[src/hw/pm_pkg.sv]
package pm_pkg;
    // Floppy host register offsets (low three address bits)
    localparam logic [2:0] OFS_STATUS_A = 3'h0;
    localparam logic [2:0] OFS_STATUS_B = 3'h1;
    localparam logic [2:0] OFS_DIGITAL_OUTPUT = 3'h2;
    localparam logic [2:0] OFS_DATA_RATE_SELECT = 3'h4;
    localparam logic [2:0] OFS_MAIN_STATUS = 3'h4;
    localparam logic [2:0] OFS_DATA_FIFO_PORT = 3'h5;
    localparam logic [2:0] OFS_DIGITAL_INPUT = 3'h7;
    localparam logic [2:0] OFS_CONFIG_CONTROL = 3'h7;
    // Field positions
    localparam int DOR_RESET_N_BIT = 2;
    localparam int DOR_MOTOR_LSB = 4;
    localparam int DSR_SWRESET_BIT = 7;
    localparam int APC_FDC_BIT = 0;
    localparam int APC_PAR_BIT = 3;
    localparam int APC_UART1_BIT = 4;
    localparam int APC_UART2_BIT = 5;
    // Reset values and main status idle value
    localparam logic [7:0] DOR_RESET = 8'h00;
    localparam logic [7:0] DSR_RESET = 8'h02;
    localparam logic [7:0] CCR_RESET = 8'h02;
    localparam logic [7:0] APC_RESET = 8'h00;
    localparam logic [7:0] MAIN_STATUS_IDLE = 8'h80;
    // Extended control mode codes (ecr bits 7:5)
    localparam logic [2:0] ECR_SPP = 3'h0;
    localparam logic [2:0] ECR_BIDIR = 3'h1;
    localparam logic [2:0] ECR_EPP = 3'h4;
    // Timing
    localparam int CLK_MHZ = 100;
    localparam int APD_TIME_MS = 10;
    localparam int APD_CYCLES = APD_TIME_MS * 1000 * CLK_MHZ;
endpackage

[src/hw/peripheral_auto_powerdown.sv]
`timescale 1ns/1ps
module peripheral_auto_powerdown
    import pm_pkg::*;
#(
    parameter int APD_COUNT = APD_CYCLES
) (
    input wire logic I_MCLK,
    input wire logic I_RST,
    input wire logic i_host_read_strobe_n,
    input wire logic i_host_write_strobe_n,
    input wire logic i_fdc_select,
    input wire logic [2:0] i_system_address_bus,
    input wire logic [7:0] i_system_data_bus,
    input wire logic i_bus_reset_in,
    input wire logic [7:0] i_auto_power_config,
    input wire logic [7:0] i_direct_power_control,
    input wire logic [7:0] i_status_a,
    input wire logic [7:0] i_status_b,
    input wire logic [7:0] i_digital_input,
    input wire logic [7:0] i_main_status,
    input wire logic i_fdc_interrupt,
    input wire logic i_fdc_dma_request,
    input wire logic i_head_unloaded,
    input wire logic i_head_direction_n,
    input wire logic i_head_step_n,
    input wire logic i_write_data_n,
    input wire logic i_write_gate_n,
    input wire logic i_head_select_n,
    input wire logic [1:0] i_density_select,
    input wire logic [1:0] i_drive_select_n,
    input wire logic [1:0] i_tx_empty,
    input wire logic [1:0] i_rx_idle,
    input wire logic [1:0] i_transmit_buffer_write,
    input wire logic [1:0] i_serial_receive_in,
    input wire logic [1:0] i_ring_indicator_in,
    input wire logic i_epp_enabled,
    input wire logic i_ecp_enabled,
    input wire logic [2:0] i_ecr_mode,
    output logic [7:0] O_SYSTEM_DATA_BUS,
    output logic O_SYSTEM_DATA_OE,
    output logic O_INTERRUPT_REQUEST_OUT,
    output logic O_DMA_REQUEST_OUT,
    output logic [7:0] O_DIGITAL_OUTPUT,
    output logic [7:0] O_DATA_RATE_SELECT,
    output logic [7:0] O_CONFIG_CONTROL,
    output logic O_FDC_POWERDOWN,
    output logic O_FDC_WAKE,
    output logic [1:0] O_MOTOR_ON_N,
    output logic [1:0] O_MOTOR_ON_OE,
    output logic [1:0] O_DRIVE_SELECT_N,
    output logic [1:0] O_DRIVE_SELECT_OE,
    output logic O_WRITE_DATA_N,
    output logic O_WRITE_DATA_OE,
    output logic O_WRITE_GATE_N,
    output logic O_WRITE_GATE_OE,
    output logic O_HEAD_DIRECTION_N,
    output logic O_HEAD_STEP_N,
    output logic O_HEAD_SELECT_N,
    output logic [1:0] O_DENSITY_SELECT,
    output logic [1:0] O_TX_POWERDOWN,
    output logic [1:0] O_RX_POWERDOWN,
    output logic [1:0] O_RING_INTERRUPT,
    output logic O_EPP_POWERDOWN,
    output logic O_ECP_POWERDOWN
);

    // ============================================================
    // State
    // ============================================================
    typedef struct packed {
        logic [1:0] rd_s1;          // Read strobe sync stage 1
        logic [1:0] rd_s2;          // Read strobe sync stage 2
        logic [1:0] wr_s1;          // Write strobe sync stage 1
        logic [1:0] wr_s2;          // Write strobe sync stage 2 and delayed
        logic [1:0] bres_s;         // Bus reset sync
        logic [3:0] rxd_s1;         // Receive data sync stage 1
        logic [3:0] rxd_s2;         // Receive data sync stage 2 and delayed
        logic [3:0] ri_s1;          // Ring indicator sync stage 1
        logic [3:0] ri_s2;          // Ring indicator sync stage 2 and delayed
        logic [7:0] digital_output;            // Digital output register
        logic [7:0] dsr;            // Data rate select register
        logic [7:0] config_control;            // Configuration control register
        logic [31:0] apd_cnt;       // Auto powerdown timer
        logic fdc_pd;               // Floppy in auto powerdown
        logic fdc_wake;             // Wake pulse
        logic [7:0] rdata;          // Read data
        logic rd_oe;                // Read drive enable
        logic irq;
        logic drq;
        logic [1:0] mtr_n;
        logic [1:0] ds_n;
        logic wdata_n;
        logic wgate_n;
        logic dir_n;
        logic step_n;
        logic hdsel_n;
        logic [1:0] densel;
        logic drives_off;           // Drive pins tristated
        logic [1:0] tx_pd;
        logic [1:0] rx_pd;
        logic [1:0] ring_int;
        logic epp_pd;
        logic ecp_pd;
    } state_type;

    state_type s;       // Registered state
    state_type next_s;  // Next state

    // Access decode shared by read and write paths
    function automatic logic hit(input logic [2:0] a, input logic [2:0] ofs);
        hit = (a == ofs);
    endfunction

    // ============================================================
    // Next-state logic
    // ============================================================
    always_comb begin
        logic rd_edge;      // Read strobe falling, synced
        logic wr_done;      // Write strobe rising, synced
        logic rd_low;       // Read in progress
        logic wake_req;     // Access demands wake
        logic sw_reset;     // Software reset via write
        logic idle_ok;      // Floppy entry conditions
        logic [1:0] u_en;   // Serial auto powerdown enables
        logic [7:0] wd;     // Written byte
        rd_edge = 1'b0;
        wr_done = 1'b0;
        rd_low = 1'b0;
        wake_req = 1'b0;
        sw_reset = 1'b0;
        idle_ok = 1'b0;
        u_en = 2'b00;
        wd = i_system_data_bus;
        next_s = s;

        // Synchronisers for pins, second stage read only
        next_s.rd_s1 = {s.rd_s1[0], ~i_host_read_strobe_n};
        next_s.rd_s2 = {s.rd_s2[0], s.rd_s1[1]};
        next_s.wr_s1 = {s.wr_s1[0], ~i_host_write_strobe_n};
        next_s.wr_s2 = {s.wr_s2[0], s.wr_s1[1]};
        next_s.bres_s = {s.bres_s[0], i_bus_reset_in};
        next_s.rxd_s1 = {s.rxd_s1[1:0], i_serial_receive_in};
        next_s.rxd_s2 = {s.rxd_s2[1:0], s.rxd_s1[3:2]};
        next_s.ri_s1 = {s.ri_s1[1:0], i_ring_indicator_in};
        next_s.ri_s2 = {s.ri_s2[1:0], s.ri_s1[3:2]};

        rd_low = s.rd_s2[0] & i_fdc_select;
        rd_edge = s.rd_s2[0] & ~s.rd_s2[1] & i_fdc_select;
        wr_done = ~s.wr_s2[0] & s.wr_s2[1] & i_fdc_select;
        next_s.fdc_wake = 1'b0;

        // true status on reads regardless of sleep
        next_s.rd_oe = rd_low;
        case (i_system_address_bus)
            OFS_STATUS_A: next_s.rdata = i_status_a;
            OFS_STATUS_B: next_s.rdata = i_status_b;
            OFS_DIGITAL_OUTPUT: next_s.rdata = s.digital_output;
            OFS_MAIN_STATUS: next_s.rdata = i_main_status;
            OFS_DIGITAL_INPUT: next_s.rdata = i_digital_input;
            default: next_s.rdata = 8'h00;
        endcase

        if (wr_done) begin
            if (hit(i_system_address_bus, OFS_DIGITAL_OUTPUT)) begin
                next_s.digital_output = wd;
                if (wd[DOR_MOTOR_LSB +: 4] != 4'h0 || !wd[DOR_RESET_N_BIT]) begin
                    wake_req = 1'b1;
                end
                sw_reset = ~wd[DOR_RESET_N_BIT];
            end
            if (hit(i_system_address_bus, OFS_DATA_RATE_SELECT)) begin
                next_s.dsr = wd;
                if (wd[DSR_SWRESET_BIT]) begin
                    wake_req = 1'b1;
                end
                sw_reset = wd[DSR_SWRESET_BIT];
            end
            if (hit(i_system_address_bus, OFS_CONFIG_CONTROL)) begin
                next_s.config_control = wd;
            end
            if (hit(i_system_address_bus, OFS_DATA_FIFO_PORT)) begin
                wake_req = 1'b1;
            end
        end
        // main status or data read wakes
        if (rd_edge && (hit(i_system_address_bus, OFS_MAIN_STATUS)
                || hit(i_system_address_bus, OFS_DATA_FIFO_PORT))) begin
            wake_req = 1'b1;
        end
        if (sw_reset) begin
            wake_req = 1'b1;
        end

        idle_ok = (s.digital_output[DOR_MOTOR_LSB +: 4] == 4'h0) && (i_main_status == MAIN_STATUS_IDLE)
            && !i_fdc_interrupt && i_head_unloaded;

        if (!i_auto_power_config[APC_FDC_BIT]) begin
            next_s.apd_cnt = 32'h0;
            next_s.fdc_pd = 1'b0;
        end else if (wake_req || s.bres_s[1]) begin
            next_s.apd_cnt = 32'h0;
            next_s.fdc_pd = 1'b0;
            next_s.fdc_wake = s.fdc_pd;
        end else if (!s.fdc_pd) begin
            if (s.apd_cnt < 32'(APD_COUNT)) begin
                next_s.apd_cnt = s.apd_cnt + 32'h1;
            end else if (idle_ok) begin
                // sleep once timer expired and idle
                next_s.fdc_pd = 1'b1;
            end
        end
        // non-waking access leaves sleep state set

        // requests low while asleep, bus stays live
        next_s.irq = next_s.fdc_pd ? 1'b0 : i_fdc_interrupt;
        next_s.drq = next_s.fdc_pd ? 1'b0 : i_fdc_dma_request;

        // direct powerdown bit 0 also tristates drive
        next_s.drives_off = next_s.fdc_pd | ~i_direct_power_control[APC_FDC_BIT];
        // motor, select, write pins tristated asleep
        next_s.mtr_n = ~s.digital_output[DOR_MOTOR_LSB +: 2];
        next_s.ds_n = i_drive_select_n;
        next_s.wdata_n = i_write_data_n;
        next_s.wgate_n = i_write_gate_n;
        next_s.dir_n = i_head_direction_n;
        next_s.step_n = i_head_step_n;
        next_s.hdsel_n = i_head_select_n;
        next_s.densel = i_density_select;

        u_en = {i_auto_power_config[APC_UART2_BIT], i_auto_power_config[APC_UART1_BIT]};
        for (int k = 0; k < 2; k++) begin
            if (!u_en[k]) begin
                next_s.tx_pd[k] = 1'b0;
                next_s.rx_pd[k] = 1'b0;
            end else begin
                if (i_transmit_buffer_write[k]) begin
                    next_s.tx_pd[k] = 1'b0;
                end else if (i_tx_empty[k]) begin
                    next_s.tx_pd[k] = 1'b1;
                end
                if (s.rxd_s2[k] != s.rxd_s2[k + 2]) begin
                    next_s.rx_pd[k] = 1'b0;
                end else if (i_rx_idle[k]) begin
                    next_s.rx_pd[k] = 1'b1;
                end
            end
            if (!i_direct_power_control[k + APC_UART1_BIT]) begin
                next_s.tx_pd[k] = 1'b1;
                next_s.rx_pd[k] = 1'b1;
            end
            next_s.ring_int[k] = s.ri_s2[k] != s.ri_s2[k + 2];
        end

        // parallel state evaluated from live mode each cycle
        if (!i_auto_power_config[APC_PAR_BIT]) begin
            next_s.epp_pd = 1'b0;
            next_s.ecp_pd = 1'b0;
        end else begin
            // EPP off unless enabled and, when ECP is enabled, selected in ecr mode
            next_s.epp_pd = !i_epp_enabled || (i_ecp_enabled && i_ecr_mode != ECR_EPP);
            // ECP off in standard, byte or EPP mode
            next_s.ecp_pd = !i_ecp_enabled || i_ecr_mode == ECR_SPP || i_ecr_mode == ECR_BIDIR
                || i_ecr_mode == ECR_EPP;
        end
        if (!i_direct_power_control[APC_PAR_BIT]) begin
            next_s.epp_pd = 1'b1;
            next_s.ecp_pd = 1'b1;
        end
    end

    // ============================================================
    // State register
    // ============================================================
    // register contents held only by reset, no battery domain here
    always_ff @(posedge I_MCLK or posedge I_RST) begin
        if (I_RST) begin
            s <= '0;
            s.digital_output <= DOR_RESET;
            s.dsr <= DSR_RESET;
            s.config_control <= CCR_RESET;
            s.mtr_n <= 2'h3;
            s.ds_n <= 2'h3;
            s.wdata_n <= 1'b1;
            s.wgate_n <= 1'b1;
            s.dir_n <= 1'b1;
            s.step_n <= 1'b1;
            s.hdsel_n <= 1'b1;
        end else begin
            s <= next_s;
        end
    end

    // ============================================================
    // Outputs
    // ============================================================
    assign O_SYSTEM_DATA_BUS = s.rdata;
    assign O_SYSTEM_DATA_OE = s.rd_oe;
    assign O_INTERRUPT_REQUEST_OUT = s.irq;
    assign O_DMA_REQUEST_OUT = s.drq;
    assign O_DIGITAL_OUTPUT = s.digital_output;
    assign O_DATA_RATE_SELECT = s.dsr;
    assign O_CONFIG_CONTROL = s.config_control;
    assign O_FDC_POWERDOWN = s.fdc_pd;
    assign O_FDC_WAKE = s.fdc_wake;
    assign O_MOTOR_ON_N = s.mtr_n;
    assign O_MOTOR_ON_OE = {2{~s.drives_off}};
    assign O_DRIVE_SELECT_N = s.ds_n;
    assign O_DRIVE_SELECT_OE = {2{~s.drives_off}};
    assign O_WRITE_DATA_N = s.wdata_n;
    assign O_WRITE_DATA_OE = ~s.drives_off;
    assign O_WRITE_GATE_N = s.wgate_n;
    assign O_WRITE_GATE_OE = ~s.drives_off;
    assign O_HEAD_DIRECTION_N = s.dir_n;
    assign O_HEAD_STEP_N = s.step_n;
    assign O_HEAD_SELECT_N = s.hdsel_n;
    assign O_DENSITY_SELECT = s.densel;
    assign O_TX_POWERDOWN = s.tx_pd;
    assign O_RX_POWERDOWN = s.rx_pd;
    assign O_RING_INTERRUPT = s.ring_int;
    assign O_EPP_POWERDOWN = s.epp_pd;
    assign O_ECP_POWERDOWN = s.ecp_pd;

endmodule

[config.mk]
export PLATFORM = sky130hd
export DESIGN_NAME = peripheral_auto_powerdown
export DESIGN_NICKNAME = d
export VERILOG_FILES = /design/src/hw/pm_pkg.sv /design/src/hw/peripheral_auto_powerdown.sv
export SDC_FILE = /design/constraint.sdc
export NUM_CORES = 1
export LEC_CHECK = 0
export BUFFER_PORTS_ARGS = -buffer_cell sky130_fd_sc_hd__buf_2
export CAP_MARGIN = 20
export CORE_MARGIN = 10
export CORE_UTILIZATION = 46
export DETAILED_ROUTE_END_ITERATION = 8
export PLACE_DENSITY_LB_ADDON = 0.3
export SYNTH_ARGS = -nofsm -noshare
export SYNTH_HDL_FRONTEND = slang
export SYNTH_SLANG_ARGS = --single-unit
[constraint.sdc]
create_clock -name I_MCLK -period 3.81 [get_ports I_MCLK]
set_clock_uncertainty 0.2 [all_clocks]
set_input_delay 0.381 -clock I_MCLK [delete_from_list [all_inputs] [get_ports I_MCLK]]
set_output_delay 0.381 -clock I_MCLK [all_outputs]
set_load 0.02 [all_outputs]
==> out/metrics.yaml <==
leakage_nw: 3.06
htreeDepth: 4
ir_worst_vdd_mv: 0.310
min_period_ns: 2.84
m1WireLength_mm: 4.79
min_path_cells: 3
final_max_slew_viol_count: 0
drtIter0Drc: 207
dominantRegCellSynth: "dfrtp_1"
grt-ovfl-total: 0
ctsResizeCount: 0
worst_slew_pin_slew_ns: 0.911
start_util_pct: 47.4
first_pass_iters: 4
cts_tree: "yes"
finalPower_w: 0.00326
num_rows: 37
p_clk_share_pct: 45.4
die_area_um2: 15200
intPower_w: 0.00244
routedWlPerCell_um: 16.8
rr_endpoint: "O_INTERRUPT_REQUEST_OUT"
synthesis.area_um2: 4920
io_buffers: 145
post-route-period-util_pct: 74.5
drive_above_1_share_pct: 37.3
grt_max_degree: 75
syn_area_per_cell_um2: 11.9
area.sequential_um2: 2890
min_to: "O_SYSTEM_DATA_BUS[1]"
grt_first_pass_wirelength_mm: 19.6
seqPwrFrac_pct: 41.9
r2r_slack_ns: 1.22
critPathLaunchType: "input port"
ys_ff_latch: 115
worst_hold_slack_ns: 0.0248
avgViaCountPerCell: 5.07
vias: 3618
met2_length_mm: 6.19
hp-start: "i_status_b[1]"
cts_buffers: 17
wirelength_mm: 12.0
switching_share_pct: 25.3
crit_start: "i_system_data_bus[5]"
p_per_area_nw_per_um2: 508
synthDominantCellAreaShare_pct: 52.9
highest_layer: "met4"
num-fill-cells: 843
clkLatencyLatePin_ns: 0.50
path_clk_slew_ns: 0.06
dp_hpwl_mm: 8.48
grt_usage_pct: 16.2
arrival_ns: 3.02
combPwrFrac_pct: 12.7
syn_nets: 508
fp.dieW_um: 123
ys_warn_count: 0
status: "finished clean"
ys_top_cells_by_area: "dfrtp_1, buf_4, dfstp_2"
placed_cell_area_um2: 5390
r2r_cells: 5
max_freq_ghz: 0.352
fin_tns_setup_ns: 0
ant_nets: 0
clock_sinks: 115
grt_setup_unrepaired: "false"
synth_cell_type_count: 44
core_area_um2: 10400
cap_violations: 0
r2r-start: "s[50]"
nets: 657
setup_viol: 0
die_y_um: 123
syn_to_final_growth_pct: 30.7
ys_seq_area_share_pct: 58.8
path_class: "in -> reg"
cts-root-buf: "clkbuf_8"
hp-class: "in -> reg"
diodes: 0
grt_antenna_before_repair: 0
gp_congestion: 0.890
synthCells: 415
critPathRequiredTime_ns: 3.99
io_pins: 154
async_reset_ff_share_pct: 100
worstPathMaxFanout: 17
synth_edf_count: 0
met3_length_um: 781
synth_area_leader_cell: "dfrtp_1"
fin_area_um2: 6430
hold_viol_final: 0
drc: 0
clockBufferDepth: 2
multi_input_area_um2: 1530
power_switching_w: 0.000827
slew_headroom_pct: 39.3
endpoint_kind: "register"
first_global_vias: 3935
==> cell families (layout without fill, tap and decap cells) <==
kind of cell	count (synthesis)	after routing	synth area share, %
xor+xnor	11	11	1.96
flops	115	115	58.8
fa+ha+maj	1	1	0.254
compound gates	70	70	9.54
buf+inv	77	239	10.2
mux	33	33	7.32
simple gates	108	108	12.0
==> Yosys cell counts (all sizes together) (4+ instances only) <==
library cell / number
nor2: 29
mux2i: 9
dfrtp: 104
a22oi: 8
or4: 8
and3: 13
and2: 4
nand4: 6
dfstp: 11
xor2: 6
a2111oi: 4
xnor2: 5
buf: 56
o31ai: 9
o21ai: 12
nand3: 8
inv: 13
nand2: 16
or3: 5
a211oi: 10
clkbuf: 8
mux2: 24
a21oi: 21
==> routing by layer <==
metal	vias to the layer above	global-route usage (%)
met5	-	0
met4	0	6.77
met3	14	5.88
met2	113	27.2
met1	1779	18.4
li1	1712	-
==> how the worst max path moves through the flow <==
stage / to / slack [ns] / depth (start not counted)
after floorplan: O_CONFIG_CONTROL[0] / 0.20 / 1
after global placement: O_INTERRUPT_REQUEST_OUT / 1.02 / 6
after detailed placement: O_INTERRUPT_REQUEST_OUT / 0.98 / 6
after CTS: O_INTERRUPT_REQUEST_OUT / 0.97 / 7
after global routing: O_INTERRUPT_REQUEST_OUT / 0.80 / 7
final: O_INTERRUPT_REQUEST_OUT / 0.97 / 7
==> state kept, by name, indices dropped and copies added, names as in the netlist, 8 cells and up <==
signal and flops:
O_CONFIG_CONTROL 8, O_DIGITAL_OUTPUT 8, next_s 19, O_SYSTEM_DATA_BUS 8, s 40, O_DATA_RATE_SELECT 8
==> power by group through the flow <==
stage               Combinational [W]  Sequential [W]  Clock (W)
CTS                          0.000421         0.00137    0.00153
floorplan                    0.000312         0.00138          0
finish                       0.000414         0.00137    0.00148
global route                 0.000451         0.00138    0.00158
detailed placement           0.000381         0.00139          0
global placement             0.000373         0.00138          0
==> final cells by class <==
class	count	share of cell area (%)
clock inverter	13	2.10
sequential	115	45.0
timing repair buffer	194	19.1
inverter	13	0.798
tap	136	2.65
clock buffer	19	6.71
multi-input combinational	223	23.7
==> cell usage in the layout, fill, tap and decap left out, types with 2 or more instances in the layout <==
master	n
a211oi_1	9
a21oi_1	21
mux2_2	24
clkinv_2	4
or4b_1	2
nand3_1	8
dfrtp_1	104
and4_1	2
dfstp_2	11
nand4_1	6
clkbuf_8	2
nand2b_1	3
o31ai_1	9
inv_1	12
nor4b_1	2
nand3b_1	2
xor2_1	6
nor3_1	3
nand2_1	15
and3_1	13
dlygate4sd3_1	48
buf_2	145
or3_1	5
xnor2_1	5
nor4_1	3
clkinvlp_4	5
and2_1	4
o21ai_0	12
bufinv_16	2
nor2_1	29
a22oi_1	8
a2111oi_0	4
or4_1	8
mux2i_1	9
clkbuf_16	16
==> through the flow <==
stage | util, % | setup slack (ns) | cells
2_1_floorplan | - | 0.203 | 415
5_1_grt | 62.0 | 0.799 | 713
6_report | 62.0 | 0.972 | 713
4_1_cts | 62.0 | 0.968 | 713
3_3_place_gp | 51.9 | 1.02 | 633
3_5_place_dp | 51.9 | 0.977 | 633
==> critical path, stage by stage <==
cell           delay, ns
dlygate4sd3_1       0.52
buf_2               0.15
or4b_1              0.53
a22o_1              0.28
a211oi_4            0.60
nand4_1             0.31
and2_1              0.25
==> what timing repair did <==
item,CTS,global route
hold buffers,48,0
endpoints found under the setup margin,0,0
setup buffers,0,0
hold endpoints to repair,120,0
Power figures use the tool's default switching activity.
